File: config.mk
export PLATFORM = sky130hd
export DESIGN_NAME = cesr_top
export DESIGN_NICKNAME = d
export VERILOG_FILES = /design/src/inc/cesr_pkg.sv /design/src/core/cesr_top.sv
export SDC_FILE = /design/constraint.sdc
export NUM_CORES = 1
export LEC_CHECK = 0
export BUFFER_PORTS_ARGS = -buffer_cell sky130_fd_sc_hd__buf_2
export CORE_MARGIN = 2
export CORE_UTILIZATION = 29
export DETAILED_ROUTE_END_ITERATION = 16
export GPL_ROUTABILITY_DRIVEN = 0
export PLACE_DENSITY = 0.42
export SYNTH_ARGS = -nofsm -noshare
export SYNTH_HDL_FRONTEND = slang
export SYNTH_SLANG_ARGS = --single-unit
File: constraint.sdc
create_clock -name core_clk -period 4.1 [get_ports core_clk]
set_input_delay 0.205 -clock core_clk [delete_from_list [all_inputs] [get_ports core_clk]]
set_output_delay 0.205 -clock core_clk [all_outputs]
set_load 0.02 [all_outputs]
File: src/inc/cesr_pkg.sv
// Constants and types for the converter event status registers
package cesr_pkg;

    localparam logic [7:0] OFS_EVENT_LATCH  = 8'h00;
    localparam logic [7:0] OFS_LIVE_COND    = 8'h01;
    localparam logic [7:0] OFS_SOURCE_GATE  = 8'h02;

    localparam logic [7:0] RST_EVENT_LATCH  = 8'h00;
    localparam logic [7:0] RST_LIVE_COND    = 8'h00;
    localparam logic [7:0] RST_SOURCE_GATE  = 8'hff;

    localparam int BIT_POWER_GOOD     = 0;
    localparam int BIT_OVERCURRENT    = 1;
    localparam int BIT_INPUT_LOW      = 2;
    localparam int BIT_THERMAL_PREWARN = 5;
    localparam int BIT_THERMAL_WARN   = 6;
    localparam int BIT_THERMAL_TRIP   = 7;
    localparam logic [7:0] SPARE_MASK = 8'h18;

    // Default seven-bit bus address of the register port
    localparam logic [6:0] DEFAULT_CHIP_ADDR = 7'h1c;
    localparam logic [3:0] BITS_PER_BYTE     = 4'h8;

    typedef enum logic [3:0] {
        CESR_IDLE,
        CESR_ADDR,
        CESR_ADDR_ACK,
        CESR_REG,
        CESR_REG_ACK,
        CESR_WDATA,
        CESR_WDATA_ACK,
        CESR_TX,
        CESR_TX_ACK,
        CESR_TX_LOAD
    } cesr_fsm_t;

    typedef struct packed {
        logic       scl_q;
        logic       sda_q;
        cesr_fsm_t  fsm;
        logic [3:0] bit_cnt;
        logic [7:0] shift;
        logic [7:0] ptr;
        logic       rw;
        logic       sda_oe;
        logic [7:0] live;
        logic [7:0] events;
        logic [7:0] gate;
    } cesr_state_t;

endpackage : cesr_pkg

File: src/core/cesr_top.sv
// Event latch, live condition and gate registers behind a two-wire port
// Notes on behaviour
// - Event latch bit 0 flags a power good event; reads zero once cleared.
// - Event latch bit 7 flags a thermal trip event; zero after clearing.
// - Bits 7..5 thermal trip/warn/prewarn, 4..3 zero, 2..0 input low/oc/pg.
// - Live bit 6 is one while junction is over the thermal warning limit.
// - Live condition at address one, read-only, resets to zero, same order.
// - Reading event latch returns it then clears; RO ignores writes, RW stores.
// - Gate bit per source: zero enables, one masks; all reset to one.
module cesr_top #(
    parameter logic [6:0] CHIP_ADDR = cesr_pkg::DEFAULT_CHIP_ADDR
) (
    input  wire logic core_clk,
    input  wire logic rst,
    input  wire logic scl,
    input  wire logic sda_in,
    output logic      sda_out,
    output logic      sda_oe,
    input  wire logic power_good_live,
    input  wire logic overcurrent_live,
    input  wire logic input_low_live,
    input  wire logic thermal_prewarn_live,
    input  wire logic thermal_warn_live,
    input  wire logic thermal_trip_live,
    output logic [7:0] source_gate
);

    cesr_pkg::cesr_state_t s_reg;
    cesr_pkg::cesr_state_t s_next;

    logic       scl_rise;
    logic       scl_fall;
    logic       bus_start;
    logic       bus_stop;
    logic [7:0] live_now;
    logic [7:0] live_edge;
    logic       clr_events;
    logic       wr_stb;
    logic [7:0] rd_byte;

    function automatic logic [7:0] read_reg(
        input logic [7:0] addr,
        input cesr_pkg::cesr_state_t st
    );
        if (addr == cesr_pkg::OFS_EVENT_LATCH) begin
            read_reg = st.events;
        end else if (addr == cesr_pkg::OFS_LIVE_COND) begin
            read_reg = st.live;
        end else if (addr == cesr_pkg::OFS_SOURCE_GATE) begin
            read_reg = st.gate;
        end else begin
            read_reg = 8'h00;
        end
    endfunction : read_reg

    // Pins are synchronous to core_clk, so one sample stage is enough
    assign scl_rise  = scl & ~s_reg.scl_q;
    assign scl_fall  = ~scl & s_reg.scl_q;
    assign bus_start = s_reg.scl_q & scl & s_reg.sda_q & ~sda_in;
    assign bus_stop  = s_reg.scl_q & scl & ~s_reg.sda_q & sda_in;

    always_comb begin
        live_now = 8'h00;
        live_now[cesr_pkg::BIT_POWER_GOOD]      = power_good_live;
        live_now[cesr_pkg::BIT_OVERCURRENT]     = overcurrent_live;
        live_now[cesr_pkg::BIT_INPUT_LOW]       = input_low_live;
        live_now[cesr_pkg::BIT_THERMAL_PREWARN] = thermal_prewarn_live;
        live_now[cesr_pkg::BIT_THERMAL_WARN]    = thermal_warn_live;
        live_now[cesr_pkg::BIT_THERMAL_TRIP]    = thermal_trip_live;
    end

    assign live_edge = live_now ^ s_reg.live;
    assign rd_byte   = read_reg(s_reg.ptr, s_reg);

    always_comb begin
        s_next     = s_reg;
        clr_events = 1'b0;
        wr_stb     = 1'b0;
        s_next.scl_q = scl;
        s_next.sda_q = sda_in;
        s_next.live  = live_now & ~cesr_pkg::SPARE_MASK;

        if (bus_start) begin
            s_next.fsm     = cesr_pkg::CESR_ADDR;
            s_next.bit_cnt = 4'h0;
            s_next.sda_oe  = 1'b0;
        end else if (bus_stop) begin
            s_next.fsm    = cesr_pkg::CESR_IDLE;
            s_next.sda_oe = 1'b0;
        end else begin
            case (s_reg.fsm)
                cesr_pkg::CESR_ADDR, cesr_pkg::CESR_REG,
                cesr_pkg::CESR_WDATA: begin
                    if (scl_rise) begin
                        s_next.shift   = {s_reg.shift[6:0], sda_in};
                        s_next.bit_cnt = s_reg.bit_cnt + 4'h1;
                    end else if (scl_fall &&
                        s_reg.bit_cnt == cesr_pkg::BITS_PER_BYTE) begin
                        s_next.bit_cnt = 4'h0;
                        s_next.sda_oe  = 1'b1;
                        if (s_reg.fsm == cesr_pkg::CESR_ADDR) begin
                            if (s_reg.shift[7:1] == CHIP_ADDR) begin
                                s_next.rw  = s_reg.shift[0];
                                s_next.fsm = cesr_pkg::CESR_ADDR_ACK;
                            end else begin
                                // Not our address: stay off the bus
                                s_next.sda_oe = 1'b0;
                                s_next.fsm    = cesr_pkg::CESR_IDLE;
                            end
                        end else if (s_reg.fsm == cesr_pkg::CESR_REG) begin
                            s_next.ptr = s_reg.shift;
                            s_next.fsm = cesr_pkg::CESR_REG_ACK;
                        end else begin
                            wr_stb     = 1'b1;
                            s_next.ptr = s_reg.ptr + 8'h01;
                            s_next.fsm = cesr_pkg::CESR_WDATA_ACK;
                        end
                    end
                end
                cesr_pkg::CESR_ADDR_ACK: begin
                    if (scl_fall) begin
                        if (s_reg.rw) begin
                            s_next.fsm = cesr_pkg::CESR_TX_LOAD;
                            s_next.sda_oe = 1'b0;
                        end else begin
                            s_next.sda_oe = 1'b0;
                            s_next.fsm    = cesr_pkg::CESR_REG;
                        end
                    end
                end
                cesr_pkg::CESR_REG_ACK, cesr_pkg::CESR_WDATA_ACK: begin
                    if (scl_fall) begin
                        s_next.sda_oe = 1'b0;
                        s_next.fsm    = cesr_pkg::CESR_WDATA;
                    end
                end
                cesr_pkg::CESR_TX_LOAD: begin
                    // Byte is captured here, so a read clears what it returned
                    s_next.shift   = rd_byte;
                    s_next.sda_oe  = ~rd_byte[7];
                    s_next.bit_cnt = 4'h0;
                    s_next.ptr     = s_reg.ptr + 8'h01;
                    s_next.fsm     = cesr_pkg::CESR_TX;
                    clr_events = s_reg.ptr == cesr_pkg::OFS_EVENT_LATCH;
                end
                cesr_pkg::CESR_TX: begin
                    if (scl_rise) begin
                        s_next.bit_cnt = s_reg.bit_cnt + 4'h1;
                    end else if (scl_fall) begin
                        if (s_reg.bit_cnt == cesr_pkg::BITS_PER_BYTE) begin
                            s_next.sda_oe = 1'b0;
                            s_next.fsm    = cesr_pkg::CESR_TX_ACK;
                        end else begin
                            s_next.shift  = {s_reg.shift[6:0], 1'b0};
                            s_next.sda_oe = ~s_reg.shift[6];
                        end
                    end
                end
                cesr_pkg::CESR_TX_ACK: begin
                    if (scl_rise) begin
                        // Master nack ends the burst
                        s_next.fsm = sda_in ? cesr_pkg::CESR_IDLE
                                            : cesr_pkg::CESR_TX_ACK;
                        s_next.rw  = ~sda_in;
                    end else if (scl_fall && s_reg.rw) begin
                        s_next.fsm = cesr_pkg::CESR_TX_LOAD;
                    end
                end
                default: begin
                    s_next.sda_oe = 1'b0;
                end
            endcase
        end

        // Only the gate is writable; latch and live ignore writes
        if (wr_stb && s_reg.ptr == cesr_pkg::OFS_SOURCE_GATE) begin
            s_next.gate = s_reg.shift;
        end

        // New edge wins over a read clear in the same cycle
        s_next.events = ((clr_events ? 8'h00 : s_reg.events)
                         | live_edge) & ~cesr_pkg::SPARE_MASK;
    end

    always_ff @(posedge core_clk or posedge rst) begin
        if (rst) begin
            s_reg         <= '0;
            s_reg.fsm     <= cesr_pkg::CESR_IDLE;
            s_reg.scl_q   <= 1'b1;
            s_reg.sda_q   <= 1'b1;
            s_reg.live    <= cesr_pkg::RST_LIVE_COND;
            s_reg.events  <= cesr_pkg::RST_EVENT_LATCH;
            s_reg.gate    <= cesr_pkg::RST_SOURCE_GATE;
        end else begin
            s_reg <= s_next;
        end
    end

    assign sda_out     = 1'b0;
    assign sda_oe      = s_reg.sda_oe;
    assign source_gate = s_reg.gate;

    chk_pg_event_set: assert property (@(posedge core_clk)
        disable iff (rst)
        (power_good_live != s_reg.live[0]) |=> s_reg.events[0])
        else $error("power good edge did not set flag");

    chk_trip_event_set: assert property (@(posedge core_clk)
        disable iff (rst)
        (thermal_trip_live != s_reg.live[7]) |=> s_reg.events[7])
        else $error("thermal trip edge did not set flag");

    chk_spare_bits_zero: assert property (@(posedge core_clk)
        disable iff (rst)
        (s_reg.events[4:3] == 2'b00) && (s_reg.live[4:3] == 2'b00))
        else $error("spare bits not zero");

    chk_warn_live_follow: assert property (@(posedge core_clk)
        disable iff (rst)
        ##1 s_reg.live[6] == $past(thermal_warn_live))
        else $error("thermal warn live bit wrong");

    chk_low_live_follow: assert property (@(posedge core_clk)
        disable iff (rst)
        input_low_live [*2] |-> s_reg.live[2])
        else $error("input low live bit wrong");

    chk_live_no_write: assert property (@(posedge core_clk)
        disable iff (rst)
        (wr_stb && s_reg.ptr == cesr_pkg::OFS_LIVE_COND && live_edge == 8'h00)
        |=> s_reg.live == $past(s_reg.live))
        else $error("live register changed by write");

    chk_read_clears: assert property (@(posedge core_clk)
        disable iff (rst)
        (clr_events && live_edge == 8'h00) |=> s_reg.events == 8'h00)
        else $error("event latch not cleared by read");

    chk_gate_write: assert property (@(posedge core_clk)
        disable iff (rst)
        (wr_stb && s_reg.ptr == cesr_pkg::OFS_SOURCE_GATE)
        |=> source_gate == $past(s_reg.shift))
        else $error("gate write not stored");

    chk_gate_hold: assert property (@(posedge core_clk)
        disable iff (rst)
        !wr_stb |=> $stable(source_gate))
        else $error("gate changed without write");

    chk_both_edges: assert property (@(posedge core_clk)
        disable iff (rst)
        (live_edge != 8'h00)
        |=> (s_reg.events & $past(live_edge)) == $past(live_edge))
        else $error("live edge lost");

endmodule : cesr_top

==> After elaboration in Yosys (flattened, before gate mapping) <==
Index checks and enable logic that the tools add are counted.
{ "word_totals": {"word_cells": 140, "ff_bits": 48, "output_inout_bits": 10, "in_bits": 10} }
{ "op_classes": {"bitwise_logic": 17, "add_sub_neg": 2, "n_reduce_logical": 18, "mux": 56, "eq_ne": 36} }
{ "ops": {"columns": ["operator", "count"], "rows": [
  ["$mux 8", 12],
  ["$mux 4", 14],
  ["$pmux 12 s3", 1],
  ["$ne 4x4->1 const B", 8],
  ["$pmux 4 s6", 1],
  ["$ne 2x2->1 const B", 11],
  ["$mux 21", 1],
  ["$mux 10", 2],
  ["$mux 1", 19],
  ["$eq 4x3->1 const B", 4],
  ["$pmux 8 s2", 1],
  ["$eq 4x4->1 const B", 3],
  ["$reduce_and 6->1", 2],
  ["$reduce_and 9->1", 1],
  ["$add 8x1->8 const B", 1],
  ["$eq 4x2->1 const B", 2],
  ["$eq 8x1->1 const B", 1],
  ["$eq 8x2->1 const B", 1],
  ["$logic_not 8->1", 1],
  ["$not 1->1", 8],
  ["$or 8x8->8", 1],
  ["$reduce_and 8->1", 1],
  ["$reduce_bool 8->1", 1],
  ["$xor 8x8->8", 1],
  ["other kinds (18)", 31]
]} }

==> Longest topological paths before layout <==
{ "logic_depth": {"word_depth": 9, "depth_mapped": 9, "depth_no_buf": 7} }

==> Worst setup path before layout <==
No wires, ideal clock.
{ "synth_timing": {"path_kind": "register to register", "from": "reg s_reg[42] (netlist bit)", "to": "reg s_reg[32] (netlist bit)", "setup_slack_ps": 2225, "path_buffers": 1, "t_required_ps": 3979, "setup_time_ps": 121, "arrival_ps": 1754, "synth_period_minus_slack_ps": 1875, "stages_incl_launch_ff": 9, "cell_sequence": "dfrtp_1 -> inv_1 -> ha_1 -> and3b_1 -> buf_2 -> nand4_1 -> a211oi_4 -> o21ai_1 -> a22o_1"} }
{ "synth_between": {"elab_chain_len": 4} }
{ "synth_rtl": {"columns": ["item", "line", "source"], "rows": [
  ["from (decl)", "cesr_top.sv:28", "cesr_pkg::cesr_state_t s_reg;"],
  ["from (signal assigned)", "cesr_top.sv:195", "s_reg <= s_next;"],
  ["$eq 4x4->1", "cesr_top.sv:98", "s_reg.bit_cnt == cesr_pkg::BITS_PER_BYTE) begin"],
  ["$logic_and 1x1->1", "cesr_top.sv:97", "end else if (scl_fall &&"],
  ["$ne 2x2->1 (no line)", null, null],
  ["$reduce_and 6->1 (no line)", null, null]
]} }
Every way passes these cells.
A chain may end at the register's enable or synchronous reset.

==> Worst setup path in the final report <==
{ "layout_timing": {"from": "reg s_reg[47] (netlist bit)", "to": "reg s_reg[29] (netlist bit)"} }
{ "layout_between": {"elab_chain_len": 6} }
{ "layout_rtl": {"columns": ["item", "line", "source"], "rows": [
  ["$eq 4x2->1", "cesr_top.sv:91, cesr_top.sv:110", null],
  ["$mux 8", "cesr_top.sv:110", "end else if (s_reg.fsm == cesr_pkg::CESR_REG) begin"],
  ["$mux 8", "cesr_top.sv:101", "if (s_reg.fsm == cesr_pkg::CESR_ADDR) begin"],
  ["$mux 10", "cesr_top.sv:97", null],
  ["$mux 10", "cesr_top.sv:94", "if (scl_rise) begin"],
  ["$pmux 8 s2", "cesr_top.sv:91", "case (s_reg.fsm)"]
]} }
Several ways; a longest one is shown, not always the timed one. The select of a mux whose other input is x is not followed.

==> results.sh <==
export IMPL_synthCells=313
export IMPL_finalCritPeriodShare_pct=63.18
export IMPL_initial_core_util_pct=30.01
export IMPL_antenna_found_initial=0
export IMPL_status="complete, no violations"
export IMPL_grt_pass1_wl_um=12100
export IMPL_path_class="register to register"
export IMPL_synth_cell_type_count=58
export IMPL_cts_root_buf="clkbuf_8"
export IMPL_core_area_um2=9819
export IMPL_nFillCells=1075
export IMPL_area_delta_synth_final_pct=6.752
export IMPL_hold_class="input pin to register"
export IMPL_clk_pin_slew_ps=100
export IMPL_async_flop_share_pct=100.0
export IMPL_grt_pass1_vias=2270
export IMPL_drc_errors=0
export IMPL_finalHoldViolCount=0
export IMPL_worst_slew_pin_slew_ps=760.5
export IMPL_peakVddDrop_v=0.0001780
export IMPL_ant_nets=0
export IMPL_largest_reg_flops=39
export IMPL_drive_above_1_share_pct=19.68
export IMPL_htree_levels=2
export IMPL_clock_path_buffers=2
export IMPL_finClkSkew_ps=4.486
export IMPL_nets=330
export IMPL_yosysWarnings=0
export IMPL_setup_viol=0
export IMPL_ys_seq_area_share_pct=41.19
export IMPL_synth_top_area_share_pct=32.27
export IMPL_num_vias=2295
export IMPL_post_place_cells=440
export IMPL_syn_area_per_cell_um2=9.414
export IMPL_die_y_um=104.8
export IMPL_grtUsageTotal_pct=13.64
export IMPL_wl_per_cell_um=15.78
export IMPL_cp_max_fo=17
export IMPL_io_buffers=18
export IMPL_grt_ovfl_total=0
export IMPL_drt_pass1_iterations=6
export IMPL_syn_nets=329
export IMPL_insertion_delay_ps=300
export IMPL_startpoint_type="register"
export IMPL_syn_area_um2=2947
export IMPL_die_area_um2=10980
export IMPL_drt_total_wl_um=7071
export IMPL_ys_ff_latch=48
export IMPL_post_cts_buffers=0
export IMPL_dpl_hpwl_um=4942
export IMPL_synth_flop_cell="dfrtp_1"
export IMPL_antennaDiodeCount=0
export IMPL_cap_violations=0
export IMPL_ctsResizeCount=0
export IMPL_rsz0062_at_grt="no"
export IMPL_p_leak_nw=1.271
export IMPL_cp_end_kind="register"
export IMPL_relSlewSlack_pct=48.91
export IMPL_via_per_inst=5.123
export IMPL_final_cells=448
export IMPL_timing_fmax_ghz=0.3860
export IMPL_min_period_ps=2590
export IMPL_synth_area_top_cells="dfrtp_1 (32%), dfstp_2 (8.9%), a21oi_1 (4.2%)"
export IMPL_finalSetupTns_ps=0
export IMPL_crit_arrival_ps=2790
export IMPL_die_x_um=104.8
export IMPL_drt_iter0_drc=205
export IMPL_cts_hold_buffers_added=0
export IMPL_power_density_nw_per_um2=622.9
export IMPL_cts_buffers=5
export IMPL_finalMaxSlewViolations=0
export IMPL_cts_sinks=48
export IMPL_yosysTopAreaCell="dfrtp_1"
export IMPL_tritoncts="yes"
export IMPL_grt_max_degree=49
export IMPL_synth_edf_count=0
export IMPL_cp_required_ps=4300
export IMPL_io_pins=20
export IMPL_row_count=36
synthesized netlist by cell type (4+ instances only):
library cell	n
dfstp_2	10
buf_2	6
nor2_1	15
a211o_1	4
a211oi_1	5
nand2_1	27
nand3_1	15
a22oi_1	8
o21ai_0	15
buf_4	12
a21oi_1	25
mux2_2	8
nand2b_1	4
clkbuf_1	5
nor2b_1	6
dfrtp_1	38
a21o_1	7
inv_1	14
and3b_1	4
ha_1	6
o22ai_1	7
a31oi_1	5
xor2_1	6
critical path, cell delays in order, from the launching register on:
cell and delay, ps:
dfrtp_1 600, nor2_2 290, nand3_1 450, a211oi_4 740, o21ai_1 150, a22o_1 260
kinds of logic (layout without fill, tap and decap cells):
| group | count (synthesis) | after routing | synth area share (%) |
|---|---|---|---|
| flops | 48 | 48 | 41.19 |
| fa+ha+maj | 6 | 6 | 2.548 |
| xor+xnor | 7 | 7 | 2.081 |
| other cells | 1 | 1 | 0.1273 |
| compound gates | 98 | 98 | 22.51 |
| simple gates | 104 | 104 | 20.55 |
| mux | 10 | 10 | 3.737 |
| buf+inv | 39 | 41 | 7.261 |
cells in the final DEF (no fill, tap or decap), drive strengths merged, types with 2 or more instances in the layout:
cell type / netlist / layout
and3: 3 / 3
a221oi: 2 / 2
mux2: 8 / 8
nand2b: 4 / 4
nand3: 15 / 15
and3b: 4 / 4
o21ai: 18 / 18
a21oi: 25 / 25
a211oi: 6 / 6
nor2: 18 / 18
nor2b: 6 / 6
nand4: 3 / 3
a32oi: 3 / 3
a21o: 7 / 7
nand2: 27 / 27
a211o: 4 / 4
nor3: 5 / 5
ha: 6 / 6
a31oi: 5 / 5
a22oi: 8 / 8
o211ai: 3 / 3
inv: 14 / 15
clkbuf: 5 / 6
nand3b: 2 / 2
a22o: 2 / 2
a21boi: 2 / 2
nor4: 6 / 6
dfrtp: 38 / 38
and2b: 2 / 2
buf: 20 / 19
mux2i: 2 / 2
or2: 3 / 3
nor3b: 2 / 2
xor2: 6 / 6
dfstp: 10 / 10
o22ai: 7 / 7
per-stage QoR:
| stage | setup WS (ps) | utilization, % | power, W | cell area, µm² | hold slack, ps |
|---|---|---|---|---|---|
| global placement | 1558 | 31.05 | 0.001659 | 3049 | 337.0 |
| CTS | 1521 | 32.03 | 0.001975 | 3146 | 14.12 |
| floorplan | 2225 | - | 0.001461 | 2947 | 209.5 |
| global route | 1282 | 32.03 | 0.002120 | 3146 | 10.04 |
| finish | 1510 | 32.03 | 0.001959 | 3146 | 19.58 |
| detailed placement | 1563 | 31.05 | 0.001653 | 3049 | 338.9 |
per-layer routing:
metal	GRT usage, %	vias up	routed length (µm)
met5	0	-	0
met4	4.000	0	104
met3	1.996	6	250
met2	21.43	50	3258
met1	19.41	1106	3457
li1	-	1133	-
area by class of cell:
class | count | area [µm²] | area share, %
clock buffers | 6 | 82.58 | 2.625
clock inverters | 2 | 13.76 | 0.4375
inverters | 14 | 52.55 | 1.671
multi-input cells | 226 | 1519 | 48.29
flip-flops and latches | 48 | 1214 | 38.58
well taps | 133 | 166.4 | 5.290
repair buffers | 19 | 97.59 | 3.103
where the power goes:
part	internal [W]	total (W)	switching (W)	leakage, nW
Clock	0.000138	0.000312	0.000174	0.0516
Combinational	0.000340	0.000847	0.000507	0.678
Sequential	0.000584	0.000801	0.000217	0.541
worst paths after layout:
path,from,to,slack (ps),cells after the start
worst max-delay path,s_reg[47],s_reg[29],1510,5
worst min-delay path,input_low_live,s_reg[18],20,1
worst max register to register,s_reg[47],s_reg[29],1510,5
worst min register to register,s_reg[13],s_reg[13],480,1
max in group asynchronous,rst,s_reg[26],3640,3
min in group asynchronous,rst,s_reg[44],40,3
(Power assumes the default switching activity.)
